$ cat src/verilog/timer16_pkg.sv
// constants shared by the 16-bit timer counter and capture core
package timer16_pkg;
  // ==========================================================
  // cpu i/o locations
  localparam logic [2:0] LOC_CNT_LOW = 3'h0;
  localparam logic [2:0] LOC_CNT_HIGH = 3'h1;
  localparam logic [2:0] LOC_CAP_LOW = 3'h2;
  localparam logic [2:0] LOC_CAP_HIGH = 3'h3;
  localparam logic [2:0] LOC_CMPA_LOW = 3'h4;
  localparam logic [2:0] LOC_CMPA_HIGH = 3'h5;
  localparam logic [2:0] LOC_FLAGS = 3'h6;
  // ==========================================================
  // flag location bit positions
  localparam int FLAG_OVF_BIT = 0;
  localparam int FLAG_CAP_BIT = 5;
  // ==========================================================
  // reset values and fixed tops
  localparam logic [15:0] COUNT_RESET = 16'h0000;
  localparam logic [15:0] CAPTURE_RESET = 16'h0000;
  localparam logic [15:0] COMPARE_RESET = 16'h0000;
  localparam logic [7:0] TEMP_RESET = 8'h00;
  localparam logic [15:0] BOTTOM_VALUE = 16'h0000;
  localparam logic [15:0] MAX_VALUE = 16'hffff;
  localparam logic [15:0] TOP_8BIT = 16'h00ff;
  localparam logic [15:0] TOP_9BIT = 16'h01ff;
  localparam logic [15:0] TOP_10BIT = 16'h03ff;
  // ==========================================================
  // clock select codes
  localparam logic [2:0] CS_STOP = 3'h0;
  localparam logic [2:0] CS_SYSCLK = 3'h1;
  localparam logic [2:0] CS_EXT_FALL = 3'h6;
  localparam logic [2:0] CS_EXT_RISE = 3'h7;
endpackage

$ cat src/verilog/timer16_counter_capture.sv
// 16-bit timer counter with input capture and shared high-byte temporary
`timescale 1ns/1ps
module timer16_counter_capture #(
  parameter bit FIRST_INSTANCE = 1'b1
) (
  // clock and reset
  input wire logic mclk_i,
  input wire logic srst_i,
  // cpu i/o port
  input wire logic [2:0] cpu_addr_i,
  input wire logic cpu_rd_i,
  input wire logic cpu_wr_i,
  input wire logic [7:0] cpu_wdata_i,
  output logic [7:0] cpu_rdata_o,
  // control fields
  input wire logic [2:0] clock_select_field_i,
  input wire logic [3:0] waveform_mode_field_i,
  input wire logic capture_rising_i,
  input wire logic use_comparator_i,
  input wire logic capture_irq_enable_i,
  input wire logic overflow_irq_enable_i,
  // interrupt service acknowledges
  input wire logic capture_irq_ack_i,
  input wire logic overflow_irq_ack_i,
  // tick sources and trigger inputs
  input wire logic [3:0] prescale_tick_i,
  input wire logic ext_clock_pin_i,
  input wire logic capture_input_pin_i,
  input wire logic comparator_output_i,
  // status outputs
  output logic [15:0] count_value_o,
  output logic at_bottom_o,
  output logic at_top_o,
  output logic overflow_irq_o,
  output logic capture_irq_o
);
  // ==========================================================
  // state
  logic [15:0] count_value;
  logic [15:0] capture_register;
  logic [15:0] compare_a;
  logic [7:0] temp_high;
  logic overflow_flag;
  logic capture_flag;
  logic count_down;
  logic ext_prev;
  logic trig_prev;

  // ==========================================================
  // cpu decode
  wire logic rd_cnt_low = cpu_rd_i && (cpu_addr_i == timer16_pkg::LOC_CNT_LOW);
  wire logic rd_cap_low = cpu_rd_i && (cpu_addr_i == timer16_pkg::LOC_CAP_LOW);
  wire logic wr_cnt_low = cpu_wr_i && (cpu_addr_i == timer16_pkg::LOC_CNT_LOW);
  wire logic wr_cap_low = cpu_wr_i && (cpu_addr_i == timer16_pkg::LOC_CAP_LOW);
  wire logic wr_cmpa_low = cpu_wr_i && (cpu_addr_i == timer16_pkg::LOC_CMPA_LOW);
  wire logic wr_flags = cpu_wr_i && (cpu_addr_i == timer16_pkg::LOC_FLAGS);
  // every high location writes only the shared temporary
  wire logic wr_high = cpu_wr_i && ((cpu_addr_i == timer16_pkg::LOC_CNT_HIGH) ||
    (cpu_addr_i == timer16_pkg::LOC_CAP_HIGH) ||
    (cpu_addr_i == timer16_pkg::LOC_CMPA_HIGH));
  wire logic [15:0] cpu_word = {temp_high, cpu_wdata_i};

  // ==========================================================
  // mode decode
  wire logic [3:0] wgm = waveform_mode_field_i;
  wire logic icr_top_mode = (wgm == 4'h8) || (wgm == 4'ha) || (wgm == 4'hc) ||
    (wgm == 4'he);
  wire logic ocra_top_mode = (wgm == 4'h4) || (wgm == 4'h9) || (wgm == 4'hb) ||
    (wgm == 4'hf);
  wire logic dual_slope = ((wgm >= 4'h1) && (wgm <= 4'h3)) || ((wgm >= 4'h8) &&
    (wgm <= 4'hb));
  wire logic fast_mode = ((wgm >= 4'h5) && (wgm <= 4'h7)) || (wgm == 4'he) ||
    (wgm == 4'hf);
  wire logic ctc_mode = (wgm == 4'h4) || (wgm == 4'hc);
  logic [15:0] top_value;
  always_comb begin
    case (wgm[1:0])
      2'h1: top_value = timer16_pkg::TOP_8BIT;
      2'h2: top_value = timer16_pkg::TOP_9BIT;
      2'h3: top_value = timer16_pkg::TOP_10BIT;
      default: top_value = timer16_pkg::MAX_VALUE;
    endcase
    if (icr_top_mode) begin
      top_value = capture_register;
    end else if (ocra_top_mode) begin
      top_value = compare_a;
    end else if (wgm == 4'h0 || wgm == 4'hd) begin
      top_value = timer16_pkg::MAX_VALUE;
    end
  end

  // ==========================================================
  // tick selection
  wire logic ext_fall = ext_prev && !ext_clock_pin_i;
  wire logic ext_rise = !ext_prev && ext_clock_pin_i;
  logic timer_tick;
  always_comb begin
    case (clock_select_field_i)
      timer16_pkg::CS_STOP: timer_tick = 1'b0;
      timer16_pkg::CS_SYSCLK: timer_tick = 1'b1;
      timer16_pkg::CS_EXT_FALL: timer_tick = ext_fall;
      timer16_pkg::CS_EXT_RISE: timer_tick = ext_rise;
      default: timer_tick = prescale_tick_i[clock_select_field_i[1:0] - 2'h2];
    endcase
  end

  // ==========================================================
  // counter next value
  wire logic at_top = (count_value == top_value);
  wire logic at_bottom = (count_value == timer16_pkg::BOTTOM_VALUE);
  logic [15:0] next_count;
  logic next_down;
  logic ovf_event;
  always_comb begin
    next_count = count_value;
    next_down = count_down;
    ovf_event = 1'b0;
    if (timer_tick) begin
      if (dual_slope) begin
        if (at_top && !count_down) begin
          next_down = 1'b1;
        end else if (at_bottom && count_down) begin
          next_down = 1'b0;
          ovf_event = 1'b1;
        end
        if (next_down) begin
          next_count = count_value - 16'h0001;
        end else begin
          next_count = count_value + 16'h0001;
        end
      end else begin
        next_down = 1'b0;
        if (at_top && (fast_mode || ctc_mode)) begin
          next_count = timer16_pkg::BOTTOM_VALUE;
        end else begin
          next_count = count_value + 16'h0001;
        end
        ovf_event = fast_mode ? at_top : (count_value == timer16_pkg::MAX_VALUE);
      end
    end
    if (wr_cnt_low) begin
      next_count = cpu_word;
      ovf_event = 1'b0;
    end
  end

  // ==========================================================
  // capture trigger
  wire logic trig_src = (FIRST_INSTANCE && use_comparator_i) ? comparator_output_i :
    capture_input_pin_i;
  wire logic trig_edge = capture_rising_i ? (trig_src && !trig_prev) :
    (!trig_src && trig_prev);
  wire logic capture_evt = trig_edge && !icr_top_mode;
  wire logic next_cap_flag = capture_evt || (capture_flag && !capture_irq_ack_i &&
    !(wr_flags && cpu_wdata_i[timer16_pkg::FLAG_CAP_BIT]));
  wire logic next_ovf_flag = ovf_event || (overflow_flag && !overflow_irq_ack_i &&
    !(wr_flags && cpu_wdata_i[timer16_pkg::FLAG_OVF_BIT]));

  // ==========================================================
  // read mux
  logic [7:0] next_rdata;
  always_comb begin
    case (cpu_addr_i)
      timer16_pkg::LOC_CNT_LOW: next_rdata = count_value[7:0];
      timer16_pkg::LOC_CNT_HIGH: next_rdata = temp_high;
      timer16_pkg::LOC_CAP_LOW: next_rdata = capture_register[7:0];
      timer16_pkg::LOC_CAP_HIGH: next_rdata = temp_high;
      timer16_pkg::LOC_CMPA_LOW: next_rdata = compare_a[7:0];
      timer16_pkg::LOC_CMPA_HIGH: next_rdata = compare_a[15:8];
      timer16_pkg::LOC_FLAGS: begin
        next_rdata = 8'h00;
        next_rdata[timer16_pkg::FLAG_OVF_BIT] = overflow_flag;
        next_rdata[timer16_pkg::FLAG_CAP_BIT] = capture_flag;
      end
      default: next_rdata = 8'h00;
    endcase
  end

  // ==========================================================
  // registers
  always_ff @(posedge mclk_i) begin
    if (srst_i) begin
      temp_high <= timer16_pkg::TEMP_RESET;
    end else if (wr_high) begin
      temp_high <= cpu_wdata_i;
    end else if (rd_cnt_low) begin
      temp_high <= count_value[15:8];
    end else if (rd_cap_low) begin
      temp_high <= capture_register[15:8];
    end
  end

  always_ff @(posedge mclk_i) begin
    if (srst_i) begin
      count_value <= timer16_pkg::COUNT_RESET;
      count_down <= 1'b0;
    end else begin
      count_value <= next_count;
      count_down <= next_down;
    end
  end

  always_ff @(posedge mclk_i) begin
    if (srst_i) begin
      capture_register <= timer16_pkg::CAPTURE_RESET;
    end else if (capture_evt) begin
      capture_register <= count_value;
    end else if (wr_cap_low && icr_top_mode) begin
      capture_register <= cpu_word;
    end
  end

  always_ff @(posedge mclk_i) begin
    if (srst_i) begin
      compare_a <= timer16_pkg::COMPARE_RESET;
    end else if (wr_cmpa_low) begin
      compare_a <= cpu_word;
    end
  end

  // flags: a new event wins over a clear in the same cycle
  always_ff @(posedge mclk_i) begin
    if (srst_i) begin
      overflow_flag <= 1'b0;
      capture_flag <= 1'b0;
      ext_prev <= 1'b0;
      trig_prev <= 1'b0;
    end else begin
      overflow_flag <= next_ovf_flag;
      capture_flag <= next_cap_flag;
      ext_prev <= ext_clock_pin_i;
      trig_prev <= trig_src;
    end
  end

  // ==========================================================
  // outputs
  always_ff @(posedge mclk_i) begin
    if (srst_i) begin
      cpu_rdata_o <= 8'h00;
      count_value_o <= timer16_pkg::COUNT_RESET;
      at_bottom_o <= 1'b1;
      at_top_o <= 1'b0;
      overflow_irq_o <= 1'b0;
      capture_irq_o <= 1'b0;
    end else begin
      cpu_rdata_o <= cpu_rd_i ? next_rdata : 8'h00;
      count_value_o <= next_count;
      at_bottom_o <= (next_count == timer16_pkg::BOTTOM_VALUE);
      at_top_o <= (next_count == top_value);
      overflow_irq_o <= next_ovf_flag && overflow_irq_enable_i;
      capture_irq_o <= next_cap_flag && capture_irq_enable_i;
    end
  end

  // ==========================================================
  // assertions
  a_cnt_write_wins: assert property (@(posedge mclk_i) disable iff (srst_i)
    wr_cnt_low |=> count_value == {$past(temp_high), $past(cpu_wdata_i)})
    else $error("counter write lost");
  a_temp_on_read: assert property (@(posedge mclk_i) disable iff (srst_i)
    rd_cnt_low && !wr_high |=> temp_high == $past(count_value[15:8]))
    else $error("temp not loaded on counter low read");
  a_stop_holds: assert property (@(posedge mclk_i) disable iff (srst_i)
    clock_select_field_i == timer16_pkg::CS_STOP && !wr_cnt_low |=> $stable(count_value))
    else $error("counter moved while stopped");
  a_step_one_up: assert property (@(posedge mclk_i) disable iff (srst_i)
    timer_tick && !wr_cnt_low && wgm == 4'h0 |=> count_value == $past(count_value) + 16'h0001)
    else $error("counter did not step by one");
  a_capture_copy: assert property (@(posedge mclk_i) disable iff (srst_i)
    capture_evt |=> capture_flag && capture_register == $past(count_value))
    else $error("capture copy or flag missing");
  a_capture_locked: assert property (@(posedge mclk_i) disable iff (srst_i)
    wr_cap_low && !icr_top_mode && !capture_evt |=> $stable(capture_register))
    else $error("capture register accepted a write");
  a_cap_irq_tie: assert property (@(posedge mclk_i) disable iff (srst_i)
    capture_irq_o |-> capture_flag && $past(capture_irq_enable_i))
    else $error("capture request without flag");
  a_ovf_normal: assert property (@(posedge mclk_i) disable iff (srst_i)
    timer_tick && wgm == 4'h0 && !wr_cnt_low && count_value == timer16_pkg::MAX_VALUE
    |=> overflow_flag && count_value == timer16_pkg::BOTTOM_VALUE)
    else $error("overflow not flagged at wrap");
  a_flag_clear_one: assert property (@(posedge mclk_i) disable iff (srst_i)
    wr_flags && cpu_wdata_i[timer16_pkg::FLAG_CAP_BIT] && !capture_evt |=> !capture_flag)
    else $error("capture flag not cleared");
  c_capture: cover property (@(posedge mclk_i) disable iff (srst_i) capture_evt);
  c_overflow: cover property (@(posedge mclk_i) disable iff (srst_i) ovf_event);
  c_write_vs_tick: cover property (@(posedge mclk_i) disable iff (srst_i)
    wr_cnt_low && timer_tick);
endmodule

$ cat config.mk
export PLATFORM = sky130hd
export DESIGN_NAME = timer16_counter_capture
export DESIGN_NICKNAME = d
export VERILOG_FILES = /design/src/verilog/timer16_pkg.sv /design/src/verilog/timer16_counter_capture.sv
export SDC_FILE = /design/constraint.sdc
export NUM_CORES = 1
export LEC_CHECK = 0
export BUFFER_PORTS_ARGS = -buffer_cell sky130_fd_sc_hd__buf_2
export CAP_MARGIN = 30
export CORE_MARGIN = 2
export CORE_UTILIZATION = 60
export CTS_CLUSTER_DIAMETER = 30
export CTS_CLUSTER_SIZE = 40
export DETAILED_ROUTE_END_ITERATION = 12
export PLACE_DENSITY = 0.78
export REMOVE_ABC_BUFFERS = 1
export SLEW_MARGIN = 20
export SYNTH_ARGS = -nofsm -noshare
export SYNTH_HDL_FRONTEND = slang
export SYNTH_SLANG_ARGS = --single-unit
$ cat constraint.sdc
create_clock -name mclk_i -period 4.55 [get_ports mclk_i]
set_input_delay 0 -clock mclk_i [delete_from_list [all_inputs] [get_ports mclk_i]]
set_output_delay 0 -clock mclk_i [all_outputs]
set_load 0.02 [all_outputs]
# == Word-level counts from Yosys, hierarchy flattened ==
# Cells that the tools add are included.
# word_totals
regBits,73
out_inout_bits,28
# op_classes
n_addsub,3
n_lt_le_gt_ge,7
eq_ne,24
mux,31
bitwise,1
n_reduce_logical,62
# op_table
cell,n
two-way mux 16 bit,10
one-hot mux 16 bit (3 select lines),1
one-hot mux 8 bit (6 select lines),1
equality test 16 bit,2
equality test 4 bit (second input constant),8
logical NOT 16 bit,2
logical AND 1 bit,27
two-way mux 8 bit,3
adder 16 x 1 -> 16 bit (second input constant),1
equality test 16 bit (second input constant),1
logical OR 1 bit,16
subtractor 16 x 1 -> 16 bit (second input constant),1
equality test 3 bit (second input constant),5
two-way mux 1 bit,14
logical NOT 1 bit,10
equality test 3 x 1 -> 1 bit (second input constant),2
equality test 3 x 2 -> 1 bit (second input constant),2
logical NOT 3 bit,2
equality test 2 bit (second input constant),2
equality test 4 x 3 -> 1 bit (second input constant),1
greater-or-equal comparator 4 x 1 -> 1 bit (second input constant),1
greater-or-equal comparator 4 x 3 -> 1 bit (second input constant),1
greater-or-equal comparator 4 bit (second input constant),1
less-or-equal comparator 4 x 2 -> 1 bit (second input constant),1
other kinds (12),13

# == Logic depth before layout (Yosys ltp) ==
# depth
depth_word,16
ltp_mapped,19
ltp_nobuf,15

# == Worst setup path before layout ==
# No wires, ideal clock.
# synth_path
kind,register -> register
startpoint,reg count_value_o[8] (netlist name)
endpoint,reg at_top_o
arrival_time_ns,3.811
required_ns,4.458
setup_slack_ns,0.647
path_stages_with_launch,16
n_path_buf,2
period_less_slack_ns,3.903
path_cell_list,dfxtp_1 -> buf_6 -> or4_4 -> or3_1 -> or2_1 -> or4_4 -> and2_4 -> nand2_2 -> o21a_1 -> buf_6 -> mux2i_1 -> mux2_2 -> nor2_2 -> mux2i_1 -> a31oi_1 -> nor4_1
# synth_lines
item,line,text
end signal: assignment,timer16_counter_capture.sv:250,at_top_o <= (next_count == top_value);
end: declaration,timer16_counter_capture.sv:33,"output logic at_top_o,"

==> impl_metrics.ini <==
[floorplan]
fp-row-count = 35
core_area_mm2 = 0.00928
fp.dieH_um = 102
die_w_um = 102
die_area_mm2 = 0.0105
ioPinCount = 63
floorplan.initialDensity_pct = 62.4

[run_status]
status = complete, no violations

[routing]
routed_wirelength_um = 22900
route.detailed.drc = 0
drtIter0Drc = 698
firstDrtPassIters = 7
wl_per_cell_um = 23.4
routed-via-count = 6783
drtAntennaViolNets = 0
viasPerCell = 6.94

[synthesis]
syn_area_per_cell_um2 = 7.37
synth_adder_area_share_pct = 1.73
ys_seq_elements = 73
synth_compound_area_share_pct = 26.6
syn_area_mm2 = 0.00579
synth_xor_area_share_pct = 4.39
synth_seq_area_share_pct = 25.2
synth-simple-area-share_pct = 27.5
async_flop_share_pct = 0
synth_ff_type = dfxtp_1
synth_cells = 786
synth_mux_area_share_pct = 8.69
synth_edf_count = 0
ys_warn_count = 0
synth_top_family_by_area = simple AND/OR/NAND/NOR gates
synth_cell_types = 86

[sta]
worstMarginPinSlew_ns = 0.826
slew_headroom_pct = 43.5
rsz0062_at_grt = no
setup_viol = 0
fin_crit_sh_pct = 94.9
maxSlewViolCount = 0
hold_ws_ns = 0.0493
max_freq_ghz = 0.232
fin_crit_ns = 4.32
skew_ns = 0.00884
finalHoldViolations = 0
setup_tns_ns = 0

[min_path]
min_from = comparator_output_i
hp-class = primary input to flop

[final_layout]
regArea_mm2 = 0.00146
final_common_cell = nor2_1
final_area_mm2 = 0.00664
syn2layout_area_growth_pct = 14.7
multi_input_area_mm2 = 0.00401
instances_no_fill = 978
antennaDiodeCount = 0
fin_util_pct = 71.6
layout_common_cells = nor2_1 (97), nand2_1 (90), dfxtp_1 (73), buf_2 (62), a21oi_1 (58)
fillCellCount = 760
nets = 887
layout-drive-gt1-share_pct = 17.4

[grt]
antenna_found_initial = 0
grt_usage_pct = 44.2
grt_max_degree = 61
use_met3_pct = 9.44
use_met1_pct = 54.5
grt_overflow_total = 0
met2_usage_pct = 70.3
busiest_layer = met2
grt_pass1_vias = 6394
grt_pass1_wl_um = 35000

[clock_tree]
h-tree-depth = 3
cts_buffers = 9
clockBufferDepth = 2
cts_tree = yes
cts.sinks = 73
clock-root-buffer = clkbuf_8
clk_latency_ns = 0.35
clk_pin_slew_ns = 0.09

[placement]
post_dp_cell_area_mm2 = 0.00626
gp_congestion = 1.04
dp.cells = 948
hpwl_um = 16900
portBuffers = 62

[worst_setup_path]
crit_type = flop to flop
required_ns = 4.81
r2r_slack_ns = 0.23
cp.arrival_ns = 4.58
start_kind = flop
critPathCaptureType = flop
critical_path.max_fanout = 9
r2r_start = count_value_o[8]
critPathLaunch = count_value_o[8]

[power_and_ir_drop]
vdd_drop_max_mv = 0.193
leakagePower_nw = 2.67
powerDensity_mw_per_mm2 = 296

[flow_run]
max_cap_viol_count = 0
synth_stat cells, types with 5 or more instances:
cell	number	area share, %
nor2_1	97	6.3
nand2_1	90	5.8
dfxtp_1	73	25
a21oi_1	58	5.0
clkbuf_1	47	3.0
mux2i_1	39	6.7
a211oi_1	27	3.5
o21ai_0	25	2.2
inv_1	24	1.6
nand3_1	24	2.1
xnor2_1	18	2.7
nor3_1	15	1.3
nor2b_1	12	1.3
a31oi_1	11	1.2
and2_1	11	1.2
xor2_1	11	1.7
nand4_1	10	1.1
o211ai_1	10	1.3
or3_1	10	1.1
a22oi_1	9	1.2
nor4_1	9	0.97
and3_1	8	0.86
ha_1	8	1.7
mux2_2	8	1.6
a221oi_1	7	1.1
nand2b_1	6	0.65
o22ai_1	6	0.65
a2111oi_0	5	0.76
buf_1	5	0.32
o2111ai_1	5	0.76
o221a_2	5	0.97
registers in the layout, summed over array words and instances, names as in the netlist:
signal,cells
overflow_irq_o,1
temp_high,8
capture_register,16
capture_flag,1
compare_a,16
capture_irq_o,1
ext_prev,1
trig_prev,1
count_value_o,16
at_top_o,1
at_bottom_o,1
cpu_rdata_o,8
overflow_flag,1
count_down,1
critical path, cell delays in order (launching register included):
cell	delay [ns]
dfxtp_1	0.46
or4_4	0.60
or3_1	0.34
or2_1	0.31
or4_4	0.51
and2_4	0.19
nand3_2	0.08
o21ai_2	0.18
buf_4	0.20
a21oi_1	0.26
and2_1	0.29
o2111ai_1	0.20
nor2_1	0.13
nand4_1	0.13
o41ai_2	0.32
report_power, final:
part / total [mW] / switching, mW / internal, mW
clock network: 0.625 / 0.294 / 0.332
logic: 0.625 / 0.391 / 0.234
registers: 0.717 / 0.0444 / 0.673
worst paths after layout:
path                            depth (start not counted)            to
worst max-delay path                                   14   at_bottom_o
worst min-delay path                                    3     trig_prev
worst max register to register                         14   at_bottom_o
worst min register to register                          2  compare_a[9]
kinds of logic after synthesis:
group,count (synthesis)
buffers and inverters,83
AOI/OAI and AO/OA,218
adders and majority gates,8
and+or+nand+nor,327
xor gates and xnor gates,29
DFF,73
muxes,48
timing repair:
action,in CTS,in global routing
setup endpoints to repair,0,2
hold endpoints to repair,18,0
buffers inserted,0,0
hold buffers,13,0
gates resized for setup,0,2
per-stage QoR:
| step | power (mW) | worst slack, ns |
|---|---|---|
| finish | 1.97 | 0.232 |
| global placement | 1.31 | 0.246 |
| detailed placement | 1.32 | 0.187 |
| global route | 2.03 | 0.0156 |
| CTS | 1.94 | 0.187 |
| floorplan | 1.10 | 0.609 |
routing by layer:
layer  routed length (um)  share of wire, %
met1                 8250                36
met4                 1620               7.1
met3                 2630                12
met2                10400                45
met5                    0                 0
layout make-up:
class / count / area share [%]
clock inverters: 6 / 1.43
clock buffers: 10 / 2.07
well taps: 129 / 2.43
inverters: 24 / 1.36
flip-flops and latches: 73 / 22.0
repair buffers: 106 / 10.4
multi-input cells: 630 / 60.4
No activity file was read; power rests on OpenSTA's default activity.
